`src/hw/aux_irq_pkg.sv`:
```
/*
 * Constants and carrier types for the auxiliary interrupt enable and status block.
 * Assumes an eight-bit special function register bus from the processor core.
 */
`default_nettype none

package aux_irq_pkg;

	// ----------------------------------------------------------------
	// Register addresses
	// ----------------------------------------------------------------
	localparam logic [7:0] PENDING_INDEX_ADDR = 8'ha5;
	localparam logic [7:0] AUX_ENABLE_ADDR    = 8'ha6;
	localparam logic [7:0] AUX_STATUS_ADDR    = 8'ha7;
	localparam logic [7:0] SERIAL_DATA_ADDR   = 8'h9b;
	localparam logic [7:0] SLOW_TICK_ACK_ADDR = 8'hf9;
	localparam logic [7:0] FAST_TICK_ACK_ADDR = 8'hfa;
	localparam logic [7:0] SUM_LOW_ADDR       = 8'he2;
	localparam logic [7:0] CONV_LOW_ADDR      = 8'hd9;

	// ----------------------------------------------------------------
	// Source bit positions, bit 0 has the highest priority
	// ----------------------------------------------------------------
	localparam int BIT_SLOW_TICK = 7;
	localparam int BIT_ACCUM     = 6;
	localparam int BIT_CONV      = 5;
	localparam int BIT_FAST_TICK = 4;
	localparam int BIT_SER_TX    = 3;
	localparam int BIT_SER_RX    = 2;
	localparam int BIT_ANA_LOW   = 1;
	localparam int BIT_CORE_LOW  = 0;
	localparam int NUM_SOURCES   = 8;
	localparam int NUM_LATCHED   = 6;

	// ----------------------------------------------------------------
	// Reset values and the common vector
	// ----------------------------------------------------------------
	localparam logic [7:0]  AUX_ENABLE_RESET    = 8'h00;
	localparam logic [7:0]  AUX_STATUS_RESET    = 8'h00;
	localparam logic [3:0]  PENDING_INDEX_RESET = 4'h0;
	localparam logic [7:0]  READ_DATA_RESET     = 8'h00;
	localparam logic [15:0] AUX_VECTOR          = 16'h0033;

	// Register access request from the core.
	typedef struct packed {
		logic       rd;
		logic       wr;
		logic [7:0] addr;
		logic [7:0] wdata;
	} sfr_req_t;

	// Event pulses from peripherals on the system clock.
	typedef struct packed {
		logic slow_tick;
		logic accum;
		logic conv;
		logic fast_tick;
		logic ser_tx;
		logic ser_rx;
	} aux_events_t;

endpackage : aux_irq_pkg

`default_nettype wire

```
`src/hw/aux_irq_ctrl.sv`:
```
/*
 * Auxiliary interrupt enable, status and pending index logic.
 * Assumes the core presents one-cycle register reads and writes on the system
 * clock and takes read data one cycle after the read strobe.
 */
//
// Functional notes
// - Enable bits 4 to 0 hold fast tick, serial tx, serial rx, analog low and core low.
// - Writing an enable bit loads its mask, zero masks the source and one enables it.
// - Reading the enable register returns the raw source states before masking.
// - Bit 0 merges core supply low and breakpoint and has the highest priority.
// - The eight-bit status register sits at A7h and resets to 00h.
// - A status flag is one only when its source is active and enabled.
// - The one-second flag at bit 7 is lowest priority and clears on a slow tick ack read.
// - The accumulator flag at bit 6 clears on a read of the summation low byte.
// - While the converter flag is set no new results are loaded, and a low byte read clears it.
// - The millisecond flag at bit 4 clears on a fast tick ack read.
// - The serial transmit flag at bit 3 clears on a write of the serial data register.
// - The serial receive flag at bit 2 clears on a read of the serial data register.
// - All auxiliary sources request service through the single vector 0033h.
// - A four-bit pending index names the highest-priority pending source, zero for none.
`timescale 1ns/10ps
`default_nettype none

module aux_irq_ctrl
	import aux_irq_pkg::*;
(
	input  wire logic         CLK,            // System clock, 200 MHz.
	input  wire logic         RESET_N,        // Asynchronous reset, active low.
	input  wire sfr_req_t     SFR_REQ,        // Register access from the core.
	output logic [7:0]        SFR_RDATA,      // Read data, valid after a read.
	input  wire aux_events_t  EVENTS,         // Event pulses from peripherals.
	input  wire logic         ANALOG_LOW_IN,  // Analog supply low level, async.
	input  wire logic         CORE_LOW_IN,    // Core supply low level, async.
	input  wire logic         BREAK_IN,       // Breakpoint hit level.
	input  wire logic         GLOBAL_EN,      // Auxiliary global enable.
	output logic              AUX_IRQ,        // Interrupt request to the core.
	output logic [15:0]       AUX_IRQ_VECTOR, // Service vector.
	output logic              CONV_LOAD_BLOCK // Stops new conversion results.
);

	// ----------------------------------------------------------------
	// Declarations
	// ----------------------------------------------------------------
	logic [7:0]             enable_reg;
	logic [7:0]             raw_reg;
	logic [7:0]             raw_next;
	logic [7:0]             status_reg;
	logic [7:0]             status_next;
	logic [3:0]             pend_reg;
	logic [3:0]             pend_next;
	logic [7:0]             rdata_reg;
	logic [7:0]             rdata_next;
	logic                   irq_reg;
	logic                   irq_next;
	logic                   block_reg;
	logic [15:0]            vector_reg;
	logic [1:0]             ana_sync_reg;
	logic [1:0]             core_sync_reg;
	logic [NUM_LATCHED-1:0] ev_set;
	logic [NUM_LATCHED-1:0] ev_clr;
	logic [NUM_LATCHED-1:0] ev_q;
	logic                   rd_slow_ack;
	logic                   rd_fast_ack;
	logic                   rd_sum_low;
	logic                   rd_conv_low;
	logic                   rd_ser_data;
	logic                   wr_ser_data;
	logic                   wr_enable;

	// ----------------------------------------------------------------
	// Access decode
	// ----------------------------------------------------------------

	// Side-effect strobes from accesses to neighbouring registers, and the enable register write strobe.
	assign rd_slow_ack = SFR_REQ.rd && (SFR_REQ.addr == SLOW_TICK_ACK_ADDR);
	assign rd_fast_ack = SFR_REQ.rd && (SFR_REQ.addr == FAST_TICK_ACK_ADDR);
	assign rd_sum_low  = SFR_REQ.rd && (SFR_REQ.addr == SUM_LOW_ADDR);
	assign rd_conv_low = SFR_REQ.rd && (SFR_REQ.addr == CONV_LOW_ADDR);
	assign rd_ser_data = SFR_REQ.rd && (SFR_REQ.addr == SERIAL_DATA_ADDR);
	assign wr_ser_data = SFR_REQ.wr && (SFR_REQ.addr == SERIAL_DATA_ADDR);
	assign wr_enable   = SFR_REQ.wr && (SFR_REQ.addr == AUX_ENABLE_ADDR);

	// ----------------------------------------------------------------
	// Event sources
	// ----------------------------------------------------------------

	// Event pulses by latch index, latch i serves source bit i+2.
	assign ev_set = {EVENTS.slow_tick, EVENTS.accum, EVENTS.conv,
		EVENTS.fast_tick, EVENTS.ser_tx, EVENTS.ser_rx};

	assign ev_clr[BIT_SLOW_TICK-2] = rd_slow_ack;
	assign ev_clr[BIT_ACCUM-2] = rd_sum_low;
	assign ev_clr[BIT_CONV-2] = rd_conv_low;
	assign ev_clr[BIT_FAST_TICK-2] = rd_fast_ack;
	assign ev_clr[BIT_SER_TX-2] = wr_ser_data;
	assign ev_clr[BIT_SER_RX-2] = rd_ser_data;

	// One sticky pending bit per event-driven source.
	generate
		for (genvar i = 0; i < NUM_LATCHED; i++) begin : g_latch
			aux_event_latch u_latch (
				.CLK     (CLK),
				.RESET_N (RESET_N),
				.SET     (ev_set[i]),
				.CLR     (ev_clr[i]),
				.Q       (ev_q[i])
			);
		end
	endgenerate

	// Supply detector levels arrive from outside the clock domain.
	always_ff @(posedge CLK or negedge RESET_N) begin
		if (!RESET_N) begin
			ana_sync_reg  <= 2'h0;
			core_sync_reg <= 2'h0;
		end else begin
			ana_sync_reg  <= {ana_sync_reg[0], ANALOG_LOW_IN};
			core_sync_reg <= {core_sync_reg[0], CORE_LOW_IN};
		end
	end

	assign raw_next = {ev_q, ana_sync_reg[1], core_sync_reg[1] | BREAK_IN};

	// ----------------------------------------------------------------
	// Enable, raw and status registers
	// ----------------------------------------------------------------

	assign status_next = raw_reg & enable_reg;

	always_ff @(posedge CLK or negedge RESET_N) begin
		if (!RESET_N) begin
			enable_reg <= AUX_ENABLE_RESET;
		end else if (wr_enable) begin
			enable_reg <= SFR_REQ.wdata;
		end
	end

	always_ff @(posedge CLK or negedge RESET_N) begin
		if (!RESET_N) begin
			raw_reg    <= AUX_STATUS_RESET;
			status_reg <= AUX_STATUS_RESET;
		end else begin
			raw_reg    <= raw_next;
			status_reg <= status_next;
		end
	end

	// ----------------------------------------------------------------
	// Pending index and request
	// ----------------------------------------------------------------

	// priority index
	// The loop runs from the lowest priority up so bit 0 is kept last.
	always_comb begin
		pend_next = PENDING_INDEX_RESET;
		for (int i = NUM_SOURCES - 1; i >= 0; i--) begin
			if (status_reg[i]) begin
				pend_next = 4'(i + 1);
			end
		end
	end

	assign irq_next = (|status_reg) && GLOBAL_EN;

	// Registers the index, the request and the converter hold.
	always_ff @(posedge CLK or negedge RESET_N) begin
		if (!RESET_N) begin
			pend_reg   <= PENDING_INDEX_RESET;
			irq_reg    <= 1'b0;
			block_reg  <= 1'b0;
			vector_reg <= AUX_VECTOR;
		end else begin
			pend_reg   <= pend_next;
			irq_reg    <= irq_next;
			block_reg  <= status_reg[BIT_CONV];
			vector_reg <= AUX_VECTOR;
		end
	end

	// ----------------------------------------------------------------
	// Read data
	// ----------------------------------------------------------------

	// raw read
	// Unmapped addresses read as zero.
	always_comb begin
		rdata_next = READ_DATA_RESET;
		if (SFR_REQ.addr == AUX_ENABLE_ADDR) begin
			rdata_next = raw_reg;
		end else if (SFR_REQ.addr == AUX_STATUS_ADDR) begin
			rdata_next = status_reg;
		end else if (SFR_REQ.addr == PENDING_INDEX_ADDR) begin
			rdata_next = {4'h0, pend_reg};
		end
	end

	// Captures read data on a read strobe and holds it until the next.
	always_ff @(posedge CLK or negedge RESET_N) begin
		if (!RESET_N) begin
			rdata_reg <= READ_DATA_RESET;
		end else if (SFR_REQ.rd) begin
			rdata_reg <= rdata_next;
		end
	end

	assign SFR_RDATA       = rdata_reg;
	assign AUX_IRQ         = irq_reg;
	assign AUX_IRQ_VECTOR  = vector_reg;
	assign CONV_LOAD_BLOCK = block_reg;
endmodule : aux_irq_ctrl

`default_nettype wire

```
`src/hw/aux_event_latch.sv`:
```
/*
 * Sticky pending bit for one event-driven interrupt source.
 * Assumes set and clear are single-clock pulses on the system clock.
 */
`timescale 1ns/10ps
`default_nettype none

module aux_event_latch (
	input  wire logic CLK,     // System clock.
	input  wire logic RESET_N, // Asynchronous reset, active low.
	input  wire logic SET,     // Source event pulse.
	input  wire logic CLR,     // Acknowledge access pulse.
	output logic      Q        // Pending state.
);

	// ----------------------------------------------------------------
	// Pending bit
	// ----------------------------------------------------------------
	logic q_reg;
	logic q_next;

	// A set in the clearing cycle wins so no event is lost.
	assign q_next = SET | (q_reg & ~CLR);

	// Holds the pending state.
	always_ff @(posedge CLK or negedge RESET_N) begin
		if (!RESET_N) begin
			q_reg <= 1'b0;
		end else begin
			q_reg <= q_next;
		end
	end

	assign Q = q_reg;

endmodule : aux_event_latch

`default_nettype wire

```
`config.mk`:
```
export PLATFORM = sky130hd
export DESIGN_NAME = aux_irq_ctrl
export DESIGN_NICKNAME = d
export VERILOG_FILES = /design/src/hw/aux_irq_pkg.sv /design/src/hw/aux_irq_ctrl.sv /design/src/hw/aux_event_latch.sv
export SDC_FILE = /design/constraint.sdc
export NUM_CORES = 1
export LEC_CHECK = 0
export BUFFER_PORTS_ARGS = -buffer_cell sky130_fd_sc_hd__buf_4
export CORE_ASPECT_RATIO = 1.2
export CORE_MARGIN = 5
export CORE_UTILIZATION = 51
export CTS_CLUSTER_DIAMETER = 40
export CTS_CLUSTER_SIZE = 16
export DETAILED_ROUTE_END_ITERATION = 7
export PLACE_DENSITY_LB_ADDON = 0.25
export SLEW_MARGIN = 20
export SYNTH_ARGS = -nofsm -noshare
export SYNTH_HDL_FRONTEND = slang
export SYNTH_SLANG_ARGS = --single-unit
```
`constraint.sdc`:
```
create_clock -name CLK -period 1.5 [get_ports CLK]
set_clock_uncertainty 0.2 [all_clocks]
set_input_delay 0 -clock CLK [delete_from_list [all_inputs] [get_ports CLK]]
set_output_delay 0 -clock CLK [all_outputs]
set_load 0.01 [all_outputs]
```
==> Yosys cells after proc, flatten, opt, wreduce, memory -nomap -nowiden <==
Index checks and enable logic that the tools add are counted.
{ "word_totals": {"input_bits": 30, "reg_bits": 48, "wordCells": 63} }
{ "op_classes": {"n_mux": 11, "reduce_logical": 9, "eq_ne": 8, "bitwise": 20} }
{ "op_table": {"columns": ["op", "count"], "rows": [
  ["$eq A8 B8 Y1 const B", 8],
  ["$mux W4", 9],
  ["$mux W8", 2],
  ["$and A8 B8 Y8", 1],
  ["$logic_and A1 B1 Y1", 8],
  ["$reduce_or A8 Y1", 1],
  ["$or A1 B1 Y1", 7],
  ["$and A1 B1 Y1", 6],
  ["$not A1 Y1", 6]
]} }

==> Depth between registers and ports, before layout <==
{ "logic_depth": {"depth_word": 8, "depth_mapped": 5, "depth_no_buf": 4} }

==> By module <==
Synthesis repeated with hierarchy kept, for this count alone.
{ "hier_totals": {"hier_cells": 155, "hier_area_um2": 1986.9} }
{ "modules_own_cells": {"columns": ["mod", "instances", "area_per_inst_um2", "seq_area_each_um2", "cells_each"], "rows": [
  ["aux_irq_ctrl", 1, 1769.2, 1051.0, 137],
  ["aux_event_latch", 6, 36.3, 25.0, 3]
]} }

==> Worst setup path before layout <==
Ideal clock, no wire load.
{ "synth_path": {"path_kind": "flip-flop to flip-flop", "start": "register status_reg[6]", "end": "register irq_reg (netlist: AUX_IRQ)", "t_arrival_ns": 0.986, "t_required_ns": 1.181, "path_stages_with_launch": 4, "setup_slack_ns": 0.195, "cell_sequence": "dfrtp_1 > nor4_1 > nand2_1 > o21a_1"} }
{ "synth_via": {"elab_chain_len": 2} }
{ "synth_lines": {"columns": ["item", "line_no", "source"], "rows": [
  ["from (decl)", "aux_irq_ctrl.sv:48", "logic [7:0] status_reg;"],
  ["from (signal assigned)", "aux_irq_ctrl.sv:145", "status_reg <= status_next;"],
  ["$reduce_or A8 Y1", "aux_irq_ctrl.sv:164", "assign irq_next = (|status_reg) && GLOBAL_EN;"],
  ["$logic_and A1 B1 Y1", "aux_irq_ctrl.sv:164", null],
  ["via irq_next", "aux_irq_ctrl.sv:55", "logic irq_next;"],
  ["to (signal assigned)", "aux_irq_ctrl.sv:175", "irq_reg <= irq_next;"],
  ["to (decl)", "aux_irq_ctrl.sv:54", "logic irq_reg;"]
]} }
The timed path passes the listed nets, and every way through them passes these cells.
A chain may end at the register's enable or synchronous reset.

==> Worst setup path after layout <==
{ "layout_path": {"start": "input port SFR_REQ[14] in the netlist's numbering", "end": "register g_latch[0].u_latch.q_reg"} }
{ "layout_via": {"elab_chain_len": 5} }
{ "layout_lines": {"columns": ["item", "line_no", "source"], "rows": [
  ["from (decl)", "aux_irq_ctrl.sv:30", "input wire sfr_req_t SFR_REQ,"],
  ["$eq A8 B8 Y1", "aux_irq_ctrl.sv:80", "assign rd_ser_data = SFR_REQ.rd && (SFR_REQ.addr == SERIAL_DATA_ADDR);"],
  ["$logic_and A1 B1 Y1", "aux_irq_ctrl.sv:80", null],
  ["$not A1 Y1", "aux_event_latch.sv:23", "assign q_next = SET | (q_reg & ~CLR);"],
  ["$and A1 B1 Y1", "aux_event_latch.sv:23", null],
  ["$or A1 B1 Y1", "aux_event_latch.sv:23", null],
  ["via g_latch[0].u_latch.q_next", "aux_event_latch.sv:20", "logic q_next;"],
  ["to (signal assigned)", "aux_event_latch.sv:30", "q_reg <= q_next;"],
  ["to (decl)", "aux_event_latch.sv:19", "logic q_reg;"]
]} }
The timed path passes the listed nets, and every way through them passes these cells.

==> results.cfg <==
[setup_path]
endpoint = g_latch[0].u_latch.Q$_DFF_PN0_
r2r_end = g_latch[4].u_latch.Q$_DFF_PN0_
cp_data_required_time_ps = 1480
startpoint = SFR_REQ[14]
timing.rr.start = g_latch[4].u_latch.Q$_DFF_PN0_
worst-setup-path-type = in2reg
worst-r2r-setup-slack_ps = 70
worstPathArrival_ps = 1470
crit_path_max_fanout = 4
startpoint_type = input port
end_kind = flip-flop
r2r.worst_path.cells = 2

[power]
power_leakage_nw = 1.24
power_density_mw_per_mm2 = 917
ir_drop_mv = 0.597

[yosys]
ys_types = 33
ys.flop_type = dfrtp_1
synth_common_cells = dfrtp_1, buf_4, mux2_2
synth_top_area_share_pct = 60.8
ys.warnings.count = 0
synth_edf_count = 0
seq_area_frac_synth_pct = 60.8
synth_seq_cells = 48
synth_most_common_cell = dfrtp_1
synth_area_mm2 = 0.00198
netlist_instances = 152
synthTopCellsByArea = dfrtp_1, buf_4, mux2_2, mux2i_1, and2_1
async_reset_ff_share_pct = 100
synth_top_area_cell = dfrtp_1
synth.avg_cell_area_um2 = 13.0

[drt]
drt.antenna.violating_nets = 0
dr.pass1.iters = 4
routedWlPerCell_um = 15.4
dr_total_vias = 1396
via_per_inst = 5.02
drt_wl_total_mm = 4.28
drt-initial-drc-count = 81
drc_errors = 0

[die]
design.die.area_mm2 = 0.00522
pin_count = 56
die_w_um = 66.8
die_y_um = 78.2
start_util_pct = 53.5
rows = 24
coreArea_mm2 = 0.00369

[placement]
place_area_mm2 = 0.00225
port_buffers = 39
placed_cells = 239
gp_congestion = 0.921
hpwl_mm = 2.90

[timing]
maxSlewViolCount = 0
max_slew.worst_pin.slew_ps = 576
maxSlewHeadroom_pct = 61.6
worst_hold_slack_ps = 3.73
fin_crit_sh_pct = 99.4
fin_crit_ps = 1490
finalSetupViolations = 0
hold_violations = 0
max_freq_mhz = 671

[global_routing]
grt_pass1_wl_mm = 6.63
grt_max_degree = 49
grt_pass1_vias = 1412
grt_util_all_layers_pct = 17.0
antenna_found_initial = 0
gr-total-overflow = 0

[finish]
stdcell_area_mm2 = 0.00268
nNetsFinal = 256
diodes = 0
stdcell_count = 278
layout-drive-gt1-share_pct = 27.9
syn2layout_area_growth_pct = 35.6
final_util_pct = 72.5

[clocking]
root_buffer = clkbuf_8
cts_made_buffers = 5
clock_latency_ps = 300
htree_levels = 2
clockBufferDepth = 2
cts_sinks = 48
tritoncts = yes
post-cts-setup-buffers = 0
clk_pin_slew_ps = 80

[run_status]
status = finished, final reports clean

[min_path]
hold_path.class = in2reg

[flow_run]
drv_cap = 0
[layer usage]
metal  vias to the layer above  GRT usage, %  share of wire [%]
met3                         7          4.57                6.5
met1                       685          20.9                 38
li1                        644             -                  -
met4                         0          6.71                1.7
met2                        60          28.3                 54
met5                         -             0                  0
[worst max-delay path, cell delays in order]
cell	delay, ps
buf_4	120
nand4b_1	230
nor4_2	270
nand2_1	120
a21o_1	190
dlygate4sd3_1	540
[per-stage QoR]
step	TNS (ps)	setup WS, ps	total power, W
2_1_floorplan	0	195	0.00152
3_3_place_gp	0	132	0.00161
3_5_place_dp	0	83.7	0.00162
4_1_cts	0	35.9	0.00246
5_1_grt	-88.8	-55.6	0.00255
6_report	0	8.66	0.00246
[logic make-up after synthesis]
kind of cell,after synthesis,synth area share [%]
flip-flops,48,60.8
multiplexers,16,8.74
buffers and inverters,20,7.41
AND/OR/NAND/NOR,46,14.8
other,2,0.380
AO/OA/AOI/OAI,20,7.85
[what timing repair did]
action,CTS,global route
hold endpoints to repair,72,0
gates resized for setup,0,3
hold buffers,32,0
endpoints found under the setup margin,0,3
[worst min-delay path by stage]
| stage | to | from | cells past startpoint | slack, ps |
|---|---|---|---|---|
| 6_report | enable_reg[7]$_DFFE_PN0P_ | SFR_REQ[12] | 4 | 4 |
| 5_1_grt | enable_reg[6]$_DFFE_PN0P_ | SFR_REQ[12] | 4 | 20 |
| 4_1_cts | enable_reg[7]$_DFFE_PN0P_ | SFR_REQ[11] | 4 | -3 |
| 3_5_place_dp | g_latch[3].u_latch.Q$_DFF_PN0_ | RESET_N | 1 | -160 |
| 3_3_place_gp | g_latch[3].u_latch.Q$_DFF_PN0_ | RESET_N | 1 | -170 |
| 2_1_floorplan | AUX_IRQ$_DFF_PN0_ | RESET_N | 0 | -500 |
[final cells by class]
type	instances	area [um^2]
Clock buffer	7	96.3
Fill cell	271	1010
Inverter	2	7.51
Multi-Input combinational cell	98	696
Sequential cell	48	1200
Tap cell	52	65.1
Timing Repair Buffer	71	613
[placed cells by master, fill, tap and decap left out, types with 2 or more instances in the layout]
| cell | synthesis | routed |
|---|---|---|
| a21o_1 | 4 | 4 |
| a21oi_1 | 2 | 2 |
| a221o_1 | 3 | 3 |
| and2_1 | 8 | 8 |
| and3_1 | 2 | 2 |
| buf_4 | 17 | 39 |
| clkbuf_8 | 0 | 7 |
| conb_1 | 2 | 16 |
| dfrtp_1 | 48 | 48 |
| dlygate4sd3_1 | 0 | 32 |
| inv_1 | 2 | 2 |
| mux2_2 | 10 | 10 |
| mux2i_1 | 6 | 6 |
| nand2_1 | 4 | 4 |
| nand2b_1 | 3 | 3 |
| nand3_1 | 2 | 2 |
| nand4_1 | 3 | 3 |
| nand4b_1 | 2 | 2 |
| nor2_1 | 7 | 6 |
| nor2b_1 | 4 | 4 |
| nor3_1 | 3 | 3 |
| nor4_2 | 0 | 2 |
| o21ai_0 | 2 | 2 |
| o2bb2ai_1 | 5 | 5 |
[power breakdown]
group          total (W)  internal [W]  switching, W
clock           0.000804      0.000411      0.000394
combinational   0.000286      0.000154      0.000133
sequential       0.00137       0.00134     0.0000265
total            0.00246       0.00190      0.000553
No activity file was read; power rests on OpenSTA's default activity.
